### src/design/scr_cfg.svh
// Purpose: Constants for the command result reporting block
// Assumes: APB word-aligned register offsets
// Notes:   Offsets, codes and fields are named here only
`ifndef SCR_CFG_SVH
`define SCR_CFG_SVH

`define SCR_OFF_COMMAND   12'h000
`define SCR_OFF_RESULT    12'h004
`define SCR_OFF_EVENTS    12'h008
`define SCR_OFF_IRQ_STAT  12'h00C
`define SCR_OFF_IRQ_MASK  12'h010
`define SCR_OFF_ALS_IRQ   12'h014

`define SCR_CMD_NO_OP     8'h00
`define SCR_RES_ZERO      8'h00
`define SCR_RES_INVALID   8'h80
`define SCR_RES_OVF_PROX1 8'h88
`define SCR_RES_OVF_PROX2 8'h89
`define SCR_RES_OVF_PROX3 8'h8A
`define SCR_RES_OVF_VIS   8'h8C
`define SCR_RES_OVF_IR    8'h8D
`define SCR_RES_OVF_AUX   8'h8E

`define SCR_CNT_ZERO      4'h0
`define SCR_CNT_ONE       4'h1
`define SCR_ERR_NONE      4'h0
`define SCR_EXEC_CYCLES   4'h3
`define SCR_IRQ_W         3
`define SCR_ALS_W         2
`define SCR_AMB_HI        3
`define SCR_AMB_LO        2

`endif

### src/design/scr_pkg.sv
// Purpose: Types for the command result reporting block
// Assumes: Constants come from scr_cfg.svh
// Notes:   Holds the sequencer state type only
package scr_pkg;
    typedef enum logic [1:0] {
        SCR_STANDBY,
        SCR_EXEC,
        SCR_REPORT
    } scr_state_t;
endpackage : scr_pkg

### src/design/scr_top.sv
// Purpose: Result byte reporting behind an APB register file
// Assumes: One clock, synchronous active-high reset, APB3 master
// Notes:   Overflow and invalid-setting events come in on input pins
`include "scr_cfg.svh"
`timescale 1ns/1ps
`default_nettype none

module scr_top
    import scr_pkg::*;
(
    input  wire logic        clk,
    input  wire logic        sys_rst,
    input  wire logic        psel,
    input  wire logic        penable,
    input  wire logic        pwrite,
    input  wire logic [11:0] paddr,
    input  wire logic [31:0] pwdata,
    output logic      [31:0] prdata,
    output logic             pready,
    output logic             pslverr,
    input  wire logic        invalid_setting,
    input  wire logic        proximity_one_conversion_overflow,
    input  wire logic        proximity_two_conversion_overflow,
    input  wire logic        proximity_three_conversion_overflow,
    input  wire logic        visible_light_conversion_overflow,
    input  wire logic        infrared_light_conversion_overflow,
    input  wire logic        aux_conversion_overflow,
    input  wire logic [1:0]  ambient_light_event,
    output logic             seq_busy,
    output logic             irq
);

    // Pin-level event inputs pass two flops first
    logic [6:0] err_meta_reg;
    logic [6:0] err_sync_reg;
    logic [1:0] als_meta_reg;
    logic [1:0] als_sync_reg;

    scr_state_t state_reg;
    scr_state_t state_next;
    logic [7:0] cmd_reg;
    logic [7:0] result_reg;
    logic [7:0] result_next;
    logic [3:0] exec_cnt_reg;
    logic [3:0] exec_cnt_next;
    logic [7:0] err_pend_reg;
    logic [7:0] err_pend_next;
    logic [`SCR_IRQ_W-1:0] irq_stat_reg;
    logic [`SCR_IRQ_W-1:0] irq_stat_next;
    logic [`SCR_IRQ_W-1:0] irq_mask_reg;
    logic [`SCR_ALS_W-1:0] amb_stat_reg;
    logic [`SCR_ALS_W-1:0] amb_stat_next;
    logic [`SCR_ALS_W-1:0] amb_en_reg;
    logic [31:0] prdata_next;

    function automatic logic [7:0] err_code(input logic [6:0] ev);
        // Lowest index wins when several arrive together
        if (ev[0])
            err_code = `SCR_RES_INVALID;
        else if (ev[1])
            err_code = `SCR_RES_OVF_PROX1;
        else if (ev[2])
            err_code = `SCR_RES_OVF_PROX2;
        else if (ev[3])
            err_code = `SCR_RES_OVF_PROX3;
        else if (ev[4])
            err_code = `SCR_RES_OVF_VIS;
        else if (ev[5])
            err_code = `SCR_RES_OVF_IR;
        else if (ev[6])
            err_code = `SCR_RES_OVF_AUX;
        else
            err_code = `SCR_RES_ZERO;
    endfunction : err_code

    function automatic logic is_err(input logic [7:0] code);
        is_err = (code[7:4] != `SCR_ERR_NONE);
    endfunction : is_err

    wire logic [6:0] err_raw = {aux_conversion_overflow,
                                infrared_light_conversion_overflow,
                                visible_light_conversion_overflow,
                                proximity_three_conversion_overflow,
                                proximity_two_conversion_overflow,
                                proximity_one_conversion_overflow,
                                invalid_setting};

    wire logic acc     = psel & penable;
    wire logic wr_acc  = acc & pwrite;
    wire logic hit_cmd  = (paddr == `SCR_OFF_COMMAND);
    wire logic hit_res  = (paddr == `SCR_OFF_RESULT);
    wire logic hit_evt  = (paddr == `SCR_OFF_EVENTS);
    wire logic hit_stat = (paddr == `SCR_OFF_IRQ_STAT);
    wire logic hit_mask = (paddr == `SCR_OFF_IRQ_MASK);
    wire logic hit_als  = (paddr == `SCR_OFF_ALS_IRQ);
    wire logic mapped   = hit_cmd | hit_res | hit_evt | hit_stat
                        | hit_mask | hit_als;
    wire logic cmd_wr   = wr_acc & hit_cmd;
    wire logic no_op_wr = cmd_wr & (pwdata[7:0] == `SCR_CMD_NO_OP);
    wire logic stat_wr  = wr_acc & hit_stat;
    wire logic mask_wr  = wr_acc & hit_mask;
    wire logic amb_wr   = wr_acc & hit_als;
    // Only a read setup reloads the read buffer
    wire logic rd_setup = psel & ~penable & ~pwrite;
    wire logic [7:0] new_err = err_code(err_sync_reg);
    wire logic err_seen = is_err(new_err);
    wire logic shown_err = is_err(result_reg);
    wire logic done_evt = (state_reg == SCR_REPORT);

    assign pready  = 1'b1;
    assign pslverr = acc & ~mapped;
    assign seq_busy = (state_reg != SCR_STANDBY);
    assign irq = |(irq_stat_reg & irq_mask_reg)
               | |(amb_stat_reg & amb_en_reg);

    // Sequencer: any command write other than no-operation wakes it, result updated when done
    always_comb
    begin
        state_next    = state_reg;
        exec_cnt_next = exec_cnt_reg;
        case (state_reg)
            SCR_STANDBY:
            begin
                if (cmd_wr && !no_op_wr)
                begin
                    state_next    = SCR_EXEC;
                    exec_cnt_next = `SCR_EXEC_CYCLES;
                end
            end
            SCR_EXEC:
            begin
                // No-operation aborts a running command
                if (no_op_wr)
                    state_next = SCR_STANDBY;
                else if (exec_cnt_reg == `SCR_CNT_ZERO)
                    state_next = SCR_REPORT;
                else
                    exec_cnt_next = exec_cnt_reg - `SCR_CNT_ONE;
            end
            SCR_REPORT:
                state_next = SCR_STANDBY;
            default:
                state_next = SCR_STANDBY;
        endcase
    end

    // Pending error latched until it can be shown
    always_comb
    begin
        err_pend_next = err_pend_reg;
        if (err_seen && !is_err(err_pend_reg))
            err_pend_next = new_err;
        else if (no_op_wr || (!shown_err && is_err(err_pend_reg)))
            err_pend_next = `SCR_RES_ZERO;
    end

    always_comb
    begin
        result_next = result_reg;
        // Error codes stick; only the no-operation command clears
        if (no_op_wr)
            result_next = `SCR_RES_ZERO;
        else if (shown_err)
            result_next = result_reg;
        else if (is_err(err_pend_reg))
            result_next = err_pend_reg;
        else if (done_evt)
            result_next = {`SCR_ERR_NONE, result_reg[3:0] + `SCR_CNT_ONE};
    end

    // Sticky status: events set, write one clears, set wins
    always_comb
    begin
        irq_stat_next = irq_stat_reg;
        amb_stat_next = amb_stat_reg;
        if (stat_wr)
            irq_stat_next = irq_stat_reg & ~pwdata[`SCR_IRQ_W-1:0];
        if (amb_wr)
            amb_stat_next = amb_stat_reg & ~pwdata[`SCR_ALS_W-1:0];
        // Set after clear so an event in the clear cycle is kept
        irq_stat_next = irq_stat_next
                      | {err_seen && !err_sync_reg[0], err_sync_reg[0],
                         done_evt};
        amb_stat_next = amb_stat_next | als_sync_reg;
    end

    always_comb
    begin
        prdata_next = 32'h0000_0000;
        if (hit_cmd)
            prdata_next[7:0] = cmd_reg;
        else if (hit_res)
            prdata_next[7:0] = result_reg;
        else if (hit_evt)
            prdata_next[6:0] = err_sync_reg;
        else if (hit_stat)
            prdata_next[`SCR_IRQ_W-1:0] = irq_stat_reg;
        else if (hit_mask)
            prdata_next[`SCR_IRQ_W-1:0] = irq_mask_reg;
        else if (hit_als)
            prdata_next[`SCR_AMB_HI:0] = {amb_en_reg, amb_stat_reg};
    end

    always_ff @(posedge clk)
    begin
        err_meta_reg <= err_raw;
        err_sync_reg <= err_meta_reg;
        als_meta_reg <= ambient_light_event;
        als_sync_reg <= als_meta_reg;
    end

    always_ff @(posedge clk)
    begin
        if (sys_rst)
        begin
            state_reg    <= SCR_STANDBY;
            exec_cnt_reg <= `SCR_CNT_ZERO;
        end
        else
        begin
            state_reg    <= state_next;
            exec_cnt_reg <= exec_cnt_next;
        end
    end

    // Result and its pending error move together
    always_ff @(posedge clk)
    begin
        if (sys_rst)
        begin
            result_reg   <= `SCR_RES_ZERO;
            err_pend_reg <= `SCR_RES_ZERO;
        end
        else
        begin
            result_reg   <= result_next;
            err_pend_reg <= err_pend_next;
        end
    end

    always_ff @(posedge clk)
    begin
        if (sys_rst)
        begin
            irq_stat_reg <= '0;
            amb_stat_reg <= '0;
        end
        else
        begin
            irq_stat_reg <= irq_stat_next;
            amb_stat_reg <= amb_stat_next;
        end
    end

    // Software-written fields: command, mask and ambient enable
    always_ff @(posedge clk)
    begin
        if (sys_rst)
        begin
            cmd_reg      <= `SCR_CMD_NO_OP;
            irq_mask_reg <= '0;
            amb_en_reg   <= '0;
        end
        else
        begin
            if (cmd_wr)
                cmd_reg <= pwdata[7:0];
            if (mask_wr)
                irq_mask_reg <= pwdata[`SCR_IRQ_W-1:0];
            if (amb_wr)
                amb_en_reg <= pwdata[`SCR_AMB_HI:`SCR_AMB_LO];
        end
    end

    // Read data is launched in the setup cycle, so it is
    // settled for the whole access phase at no wait states
    always_ff @(posedge clk)
    begin
        if (sys_rst)
            prdata <= 32'h0000_0000;
        else if (rd_setup)
            prdata <= prdata_next;
    end

endmodule : scr_top
`default_nettype wire

### config.mk
export PLATFORM = sky130hd
export DESIGN_NAME = scr_top
export DESIGN_NICKNAME = d
export VERILOG_FILES = /design/src/design/scr_pkg.sv /design/src/design/scr_top.sv
export VERILOG_INCLUDE_DIRS = /design/src /design/src/design
export SDC_FILE = /design/constraint.sdc
export NUM_CORES = 1
export LEC_CHECK = 0
export BUFFER_PORTS_ARGS = -buffer_cell sky130_fd_sc_hd__buf_2
export CAP_MARGIN = 20
export CELL_PAD_IN_SITES_DETAIL_PLACEMENT = 0
export CELL_PAD_IN_SITES_GLOBAL_PLACEMENT = 2
export CORE_AREA = 2 2 102 104
export CTS_CLUSTER_DIAMETER = 40
export DETAILED_ROUTE_END_ITERATION = 6
export DIE_AREA = 0 0 104 106
export PLACE_DENSITY = 0.74
export SKIP_LAST_GASP = 1
export SLEW_MARGIN = 25
export SYNTH_ARGS = -nofsm -noshare
export SYNTH_HDL_FRONTEND = slang
export SYNTH_SLANG_ARGS = --single-unit
### constraint.sdc
create_clock -name clk -period 1.95 [get_ports clk]
set_input_delay 0.39 -clock clk [delete_from_list [all_inputs] [get_ports clk]]
set_output_delay 0.39 -clock clk [all_outputs]
set_load 0.01 [all_outputs]
### Word level (Yosys, flattened, before mapping)

Index checks and enable logic that the tools add are counted.
Widths: inputs -> output; s select.

| operators by class | value |
|---|---|
| multiplexer cells | 31 |
| multiply operators | 0 |
| divide/modulo/power cells | 0 |
| reduce and logical (&&, ||, !) cells | 26 |
| magnitude comparators | 0 |
| add/subtract/negate cells | 2 |
| shift-type cells | 0 |
| equality and inequality tests | 11 |
| bitwise gates (word level) | 28 |

Operator list:

| operator | count |
|---|---|
| $mux 8 | 12 |
| $eq 12x4->1 const B | 2 |
| $eq 12x5->1 const B | 2 |
| $mux 4 | 5 |
| $eq 12x3->1 const B | 1 |
| $logic_not 12->1 | 1 |
| $mux 3 | 4 |
| $reduce_bool 4->1 | 3 |
| $and 1x1->1 | 10 |
| $logic_not 8->1 | 1 |
| $mux 2 | 4 |
| $pmux 4 s2 | 1 |
| $reduce_bool 2->1 | 4 |
| $mux 7 | 1 |
| $and 3x3->3 | 2 |
| $ne 2x2->1 const B | 3 |
| $or 1x1->1 | 6 |
| $add 4x1->4 const B | 1 |
| $and 2x2->2 | 2 |
| $logic_and 1x1->1 | 4 |
| $logic_not 1->1 | 4 |
| $logic_not 4->1 | 1 |
| $not 1->1 | 4 |
| $pmux 2 s2 | 1 |
| 15 further kinds | 19 |

| storage, ports and cells | value |
|---|---|
| memories | 0 |
| bits of input ports | 58 |
| register bits after elaboration | 66 |
| RAM bits | 0 |
| output and inout bits | 36 |
| latch bits | 0 |
| bits in read-only memories | 0 |

### Longest topological paths before layout

| depth | value |
|---|---|
| depth in word-level cells | 10 |
| mapped depth | 7 |
| gate-level depth less buffers | 7 |

### Least setup slack after synthesis

No wires, ideal clock.

| path | value |
|---|---|
| path kind | in2reg |
| start | input paddr[9] |
| end | register irq_stat_reg[2] |
| arrival time | 1543 ps |
| data required time | 1833 ps |
| buffers on the path | 1 |
| cell stages on the path | 6 |
| library setup time | 117 ps |
| slack | 290 ps |
| cell sequence | nor4_4 > and3_2 > buf_6 > and4_4 > nand2_1 > a32o_1 |

| on the way | value |
|---|---|
| word-level cells in the longest chain between the ends | 4 |

Ends and longest elaborated chain:

| what | line | source |
|---|---|---|
| start, declared | scr_top.sv:16 | `input wire logic [11:0] paddr,` |
| $eq 12x4->1 (no line) | n/a |  |
| $and 1x1->1 | scr_top.sv:100 | `wire logic stat_wr = wr_acc & hit_stat;` |
| $mux 3 | scr_top.sv:176 | `if (stat_wr)` |
| $or 3x3->3 | scr_top.sv:182 | `\| {err_seen && !err_sync_reg[0], err_sync_reg[0],` |
| end signal, assigned | scr_top.sv:250 | `irq_stat_reg <= irq_stat_next;` |
| end, declared | scr_top.sv:48 | `` logic [`SCR_IRQ_W-1:0] irq_stat_reg; `` |

Every way passes these cells.
A chain may end at the register's enable or synchronous reset.

### Worst setup path after layout

| path | value |
|---|---|
| start | input paddr[9] |
| end | output pslverr |

| on the way | value |
|---|---|
| word-level cells in the longest chain between the ends | 8 |
| elaborated cells between the ends (all ways) | 13 |

Ends and longest elaborated chain:

| what | line | source |
|---|---|---|
| $eq 12x3->1 (no line) or $logic_not 12->1 (tied branches) | n/a |  |
| $or 1x1->1 (3 in series) | scr_top.sv:96 | `wire logic mapped = hit_cmd \| hit_res \| hit_evt \| hit_stat` |
| $or 1x1->1 | scr_top.sv:97 | `\| hit_mask \| hit_als;` |
| $or 1x1->1 (*) | scr_top.sv:97 |  |
| $not 1->1 (*) | scr_top.sv:111 | `assign pslverr = acc & ~mapped;` |
| $and 1x1->1 (*) | scr_top.sv:111 |  |
| end, declared | scr_top.sv:20 | `output logic pslverr,` |

Mark *: on every way between the ends. The rest lies on a longest branch, timed or not.

==> metrics.csv <==
stage;metric;value;unit
global_route;grt_overflow;0;
synth;ys_warn_count;0;
clocking;postCtsSetupBuffers;0;
power_and_ir_drop;power.internal;0.00194;W
timing;slew_headroom;63.4;%
global_route;track_usage;13.5;%
placement;dp.final_hpwl;5400;um
timing;skew;0.00588;ns
floorplan;die_x;104;um
flow_run;drv_cap;0;
route;route.detailed.drc;0;
synth;async_flop_share;0;%
route;ant_nets;0;
route;viasPerCell;4.55;
critical_path;cp-start-kind;input pin;
timing;max_clock_freq;561;MHz
power_and_ir_drop;total_power;0.00261;W
outcome;status;finished clean;
synth;synth_area_leaders;dfxtp_1 (44%), buf_4 (6.9%), nand2_1 (5.4%);
synth;ys_seq_area_share;44.2;%
placement;dp.cells;499;
cells_and_area;instances_no_fill;515;
route;drt_iter0_drc;123;
timing;timing.final.ws_setup;0.166;ns
global_route;grt_pass1_wl;11700;um
floorplan;start_util;27.2;%
critical_path;critPathKind;input pin to output pin;
clocking;worstSkewPairLatency;0.33;ns
clocking;cts_htree_levels;3;
placement;pre_cts_ws;0.0354;ns
power_and_ir_drop;pwr-share-clk;42.1;%
cells_and_area;fillCellCount;1127;
timing;slew_viol_final;0;
cells_and_area;syn_to_final_growth;20.6;%
critical_path;cp-end-kind;output pin;
power_and_ir_drop;leakage;1.38;nW
power_and_ir_drop;power.switching;0.000673;W
synth;ys_ff_latch;60;
critical_path;critPathMostFrequentCell;buf_2;
critical_path;cp_max_fo;8;
critical_path;required;1.56;ns
timing;timing.setup.tns;0;ns
power_and_ir_drop;power_density;797;nW/um2
timing;rsz0062_at_grt;no;
cells_and_area;antenna-diode-count;0;
floorplan;ios;94;
clocking;ctsResizeCount;0;
global_route;grt_max_degree;29;
timing;tightestPinTransition;0.549;ns
critical_path;cpLargestDelayFamily;simple AND/OR/NAND/NOR gates;
clocking;clk_path_buf_depth;2;
synth;synthesis.area;2720;um2
critical_path;crit_slowest_cell;and3_2;
synth;synth_edf_count;0;
synth;yosys.area.top_type_share;44.2;%
timing;min_period_over_period;91.5;%
route;wl_per_cell;13.7;um
route;wl;7030;um
cells_and_area;final_util;32.8;%
clocking;cts_num_sinks;60;
critical_path;path_cells;buf_2 > nor4_4 > and3_2 > a21oi_1 > buf_2;
floorplan;row_count;37;
route;firstDrtPassIters;4;
clocking;cts_buffers;9;
floorplan;die_h;106;um
clocking;cts_tree;built;
timing;post-route-min-period;1.78;ns
critical_path;crit_buf_inv;2;
placement;port_buffers;44;
critical_path;cp.arrival;1.39;ns
synth;yosysMostFrequentCell;dfxtp_1;
power_and_ir_drop;p_sw_share;25.8;%
power_and_ir_drop;combPwrFrac;7.9;%
power_and_ir_drop;seqPwrFrac;50.0;%
timing;setup_viol;0;
min_path;hold_path_class;input pin to register;
route;num_vias;2341;
synth;ys.flop_type;dfxtp_1;
critical_path;max_stage_delay;0.34;ns
critical_path;reg2reg_slack;0.27;ns
global_route;antenna_found_initial;0;
clocking;root_buffer;clkbuf_8;
cells_and_area;drive_gt1_share;23.0;%
synth;ys_types;56;
synth;syn_inst;315;
power_and_ir_drop;ir_drop;334;uV
floorplan;die_area;11000;um2
clocking;hold_buffers;0;
synth;synth_common_cells;dfxtp_1 (60), nand2_1 (39), nor2_1 (32);
placement;place_congestion;0.773;
synth;yosysTopAreaCell;dfxtp_1;
floorplan;core_area;10000;um2
clocking;cts.reportedPaths.clkPinSlew;0.07;ns
timing;finalHoldViolations;0;
global_route;grt_pass1_vias;2290;
cells_and_area;nNetsFinal;435;
synth;synth.avg_cell_area;8.64;um2
path summary, 6_finish.rpt:
check | startpoint | endpoint | depth (start not counted)
min | ambient_light_event[1] | als_meta_reg[1] | 1
max reg2reg | exec_cnt_reg[0] | exec_cnt_reg[1] | 7
max | paddr[9] | pslverr | 5
min reg2reg | als_meta_reg[0] | als_sync_reg[0] | 0
cell usage in the layout, fill, tap and decap left out, types with 2 or more instances in the layout:
master / synthesis / final
a32oi_1: 3 / 3
nand2b_1: 5 / 5
o31ai_1: 2 / 2
o22ai_1: 3 / 3
nor4_1: 4 / 4
or4_1: 2 / 2
a32o_1: 2 / 2
nor3b_1: 3 / 3
nor2b_1: 2 / 2
buf_2: 4 / 44
a221o_2: 2 / 2
clkbuf_8: 0 / 9
a21oi_1: 26 / 26
conb_1: 2 / 25
a211oi_1: 3 / 3
a21o_1: 2 / 2
clkinv_4: 0 / 2
or3_1: 2 / 2
clkinv_2: 0 / 2
a31oi_1: 4 / 4
mux2i_1: 11 / 11
a2bb2oi_1: 2 / 2
dfxtp_1: 60 / 60
ha_1: 3 / 3
nand2_1: 39 / 39
or2_1: 2 / 2
buf_4: 25 / 18
and3_1: 3 / 3
nor3_1: 9 / 9
o21ai_0: 11 / 11
nor2_1: 32 / 32
nand3_1: 7 / 7
inv_1: 8 / 8
cell families after synthesis:
group	count (synthesis)	synth area share [%]
AO/OA/AOI/OAI	70	16.8
AND/OR/NAND/NOR	124	23.2
multiplexers	11	4.05
flip-flops	60	44.2
adder cells (fa/ha/maj)	3	1.38
other	2	0.276
buffers and inverters	45	10.1
layout make-up:
class	count	area, um2	area share (%)
Clock buffer	10	128	3.89
Timing Repair Buffer	62	355	10.8
Clock inverter	6	65.1	1.98
Inverter	8	30.0	0.916
Multi-Input combinational cell	233	1330	40.6
Tap cell	136	170	5.19
Sequential cell	60	1200	36.6
layer usage:
metal	part of all wire [%]	GRT usage, %	vias up
met4	1.5	6.08	0
met3	3.2	2.21	8
li1	-	-	1184
met2	49	23.0	53
met5	0	0	-
met1	46	16.7	1096
power by group through the flow:
stage	Sequential, W	Clock (W)	Combinational [W]
after floorplan	0.00131	0	0.000160
after global placement	0.00133	0	0.000205
after detailed placement	0.00134	0	0.000207
after CTS	0.00131	0.00113	0.000207
after global routing	0.00131	0.00118	0.000232
final	0.00131	0.00110	0.000206
stage by stage:
| step | instance area [um2] | hold WS [ns] |
|---|---|---|
| 2_1_floorplan | 2810 | 0.310 |
| 3_3_place_gp | 3090 | 0.312 |
| 3_5_place_dp | 3090 | 0.312 |
| 4_1_cts | 3280 | 0.135 |
| 5_1_grt | 3280 | 0.139 |
| 6_report | 3280 | 0.151 |
No activity file was read; power rests on OpenSTA's default activity.
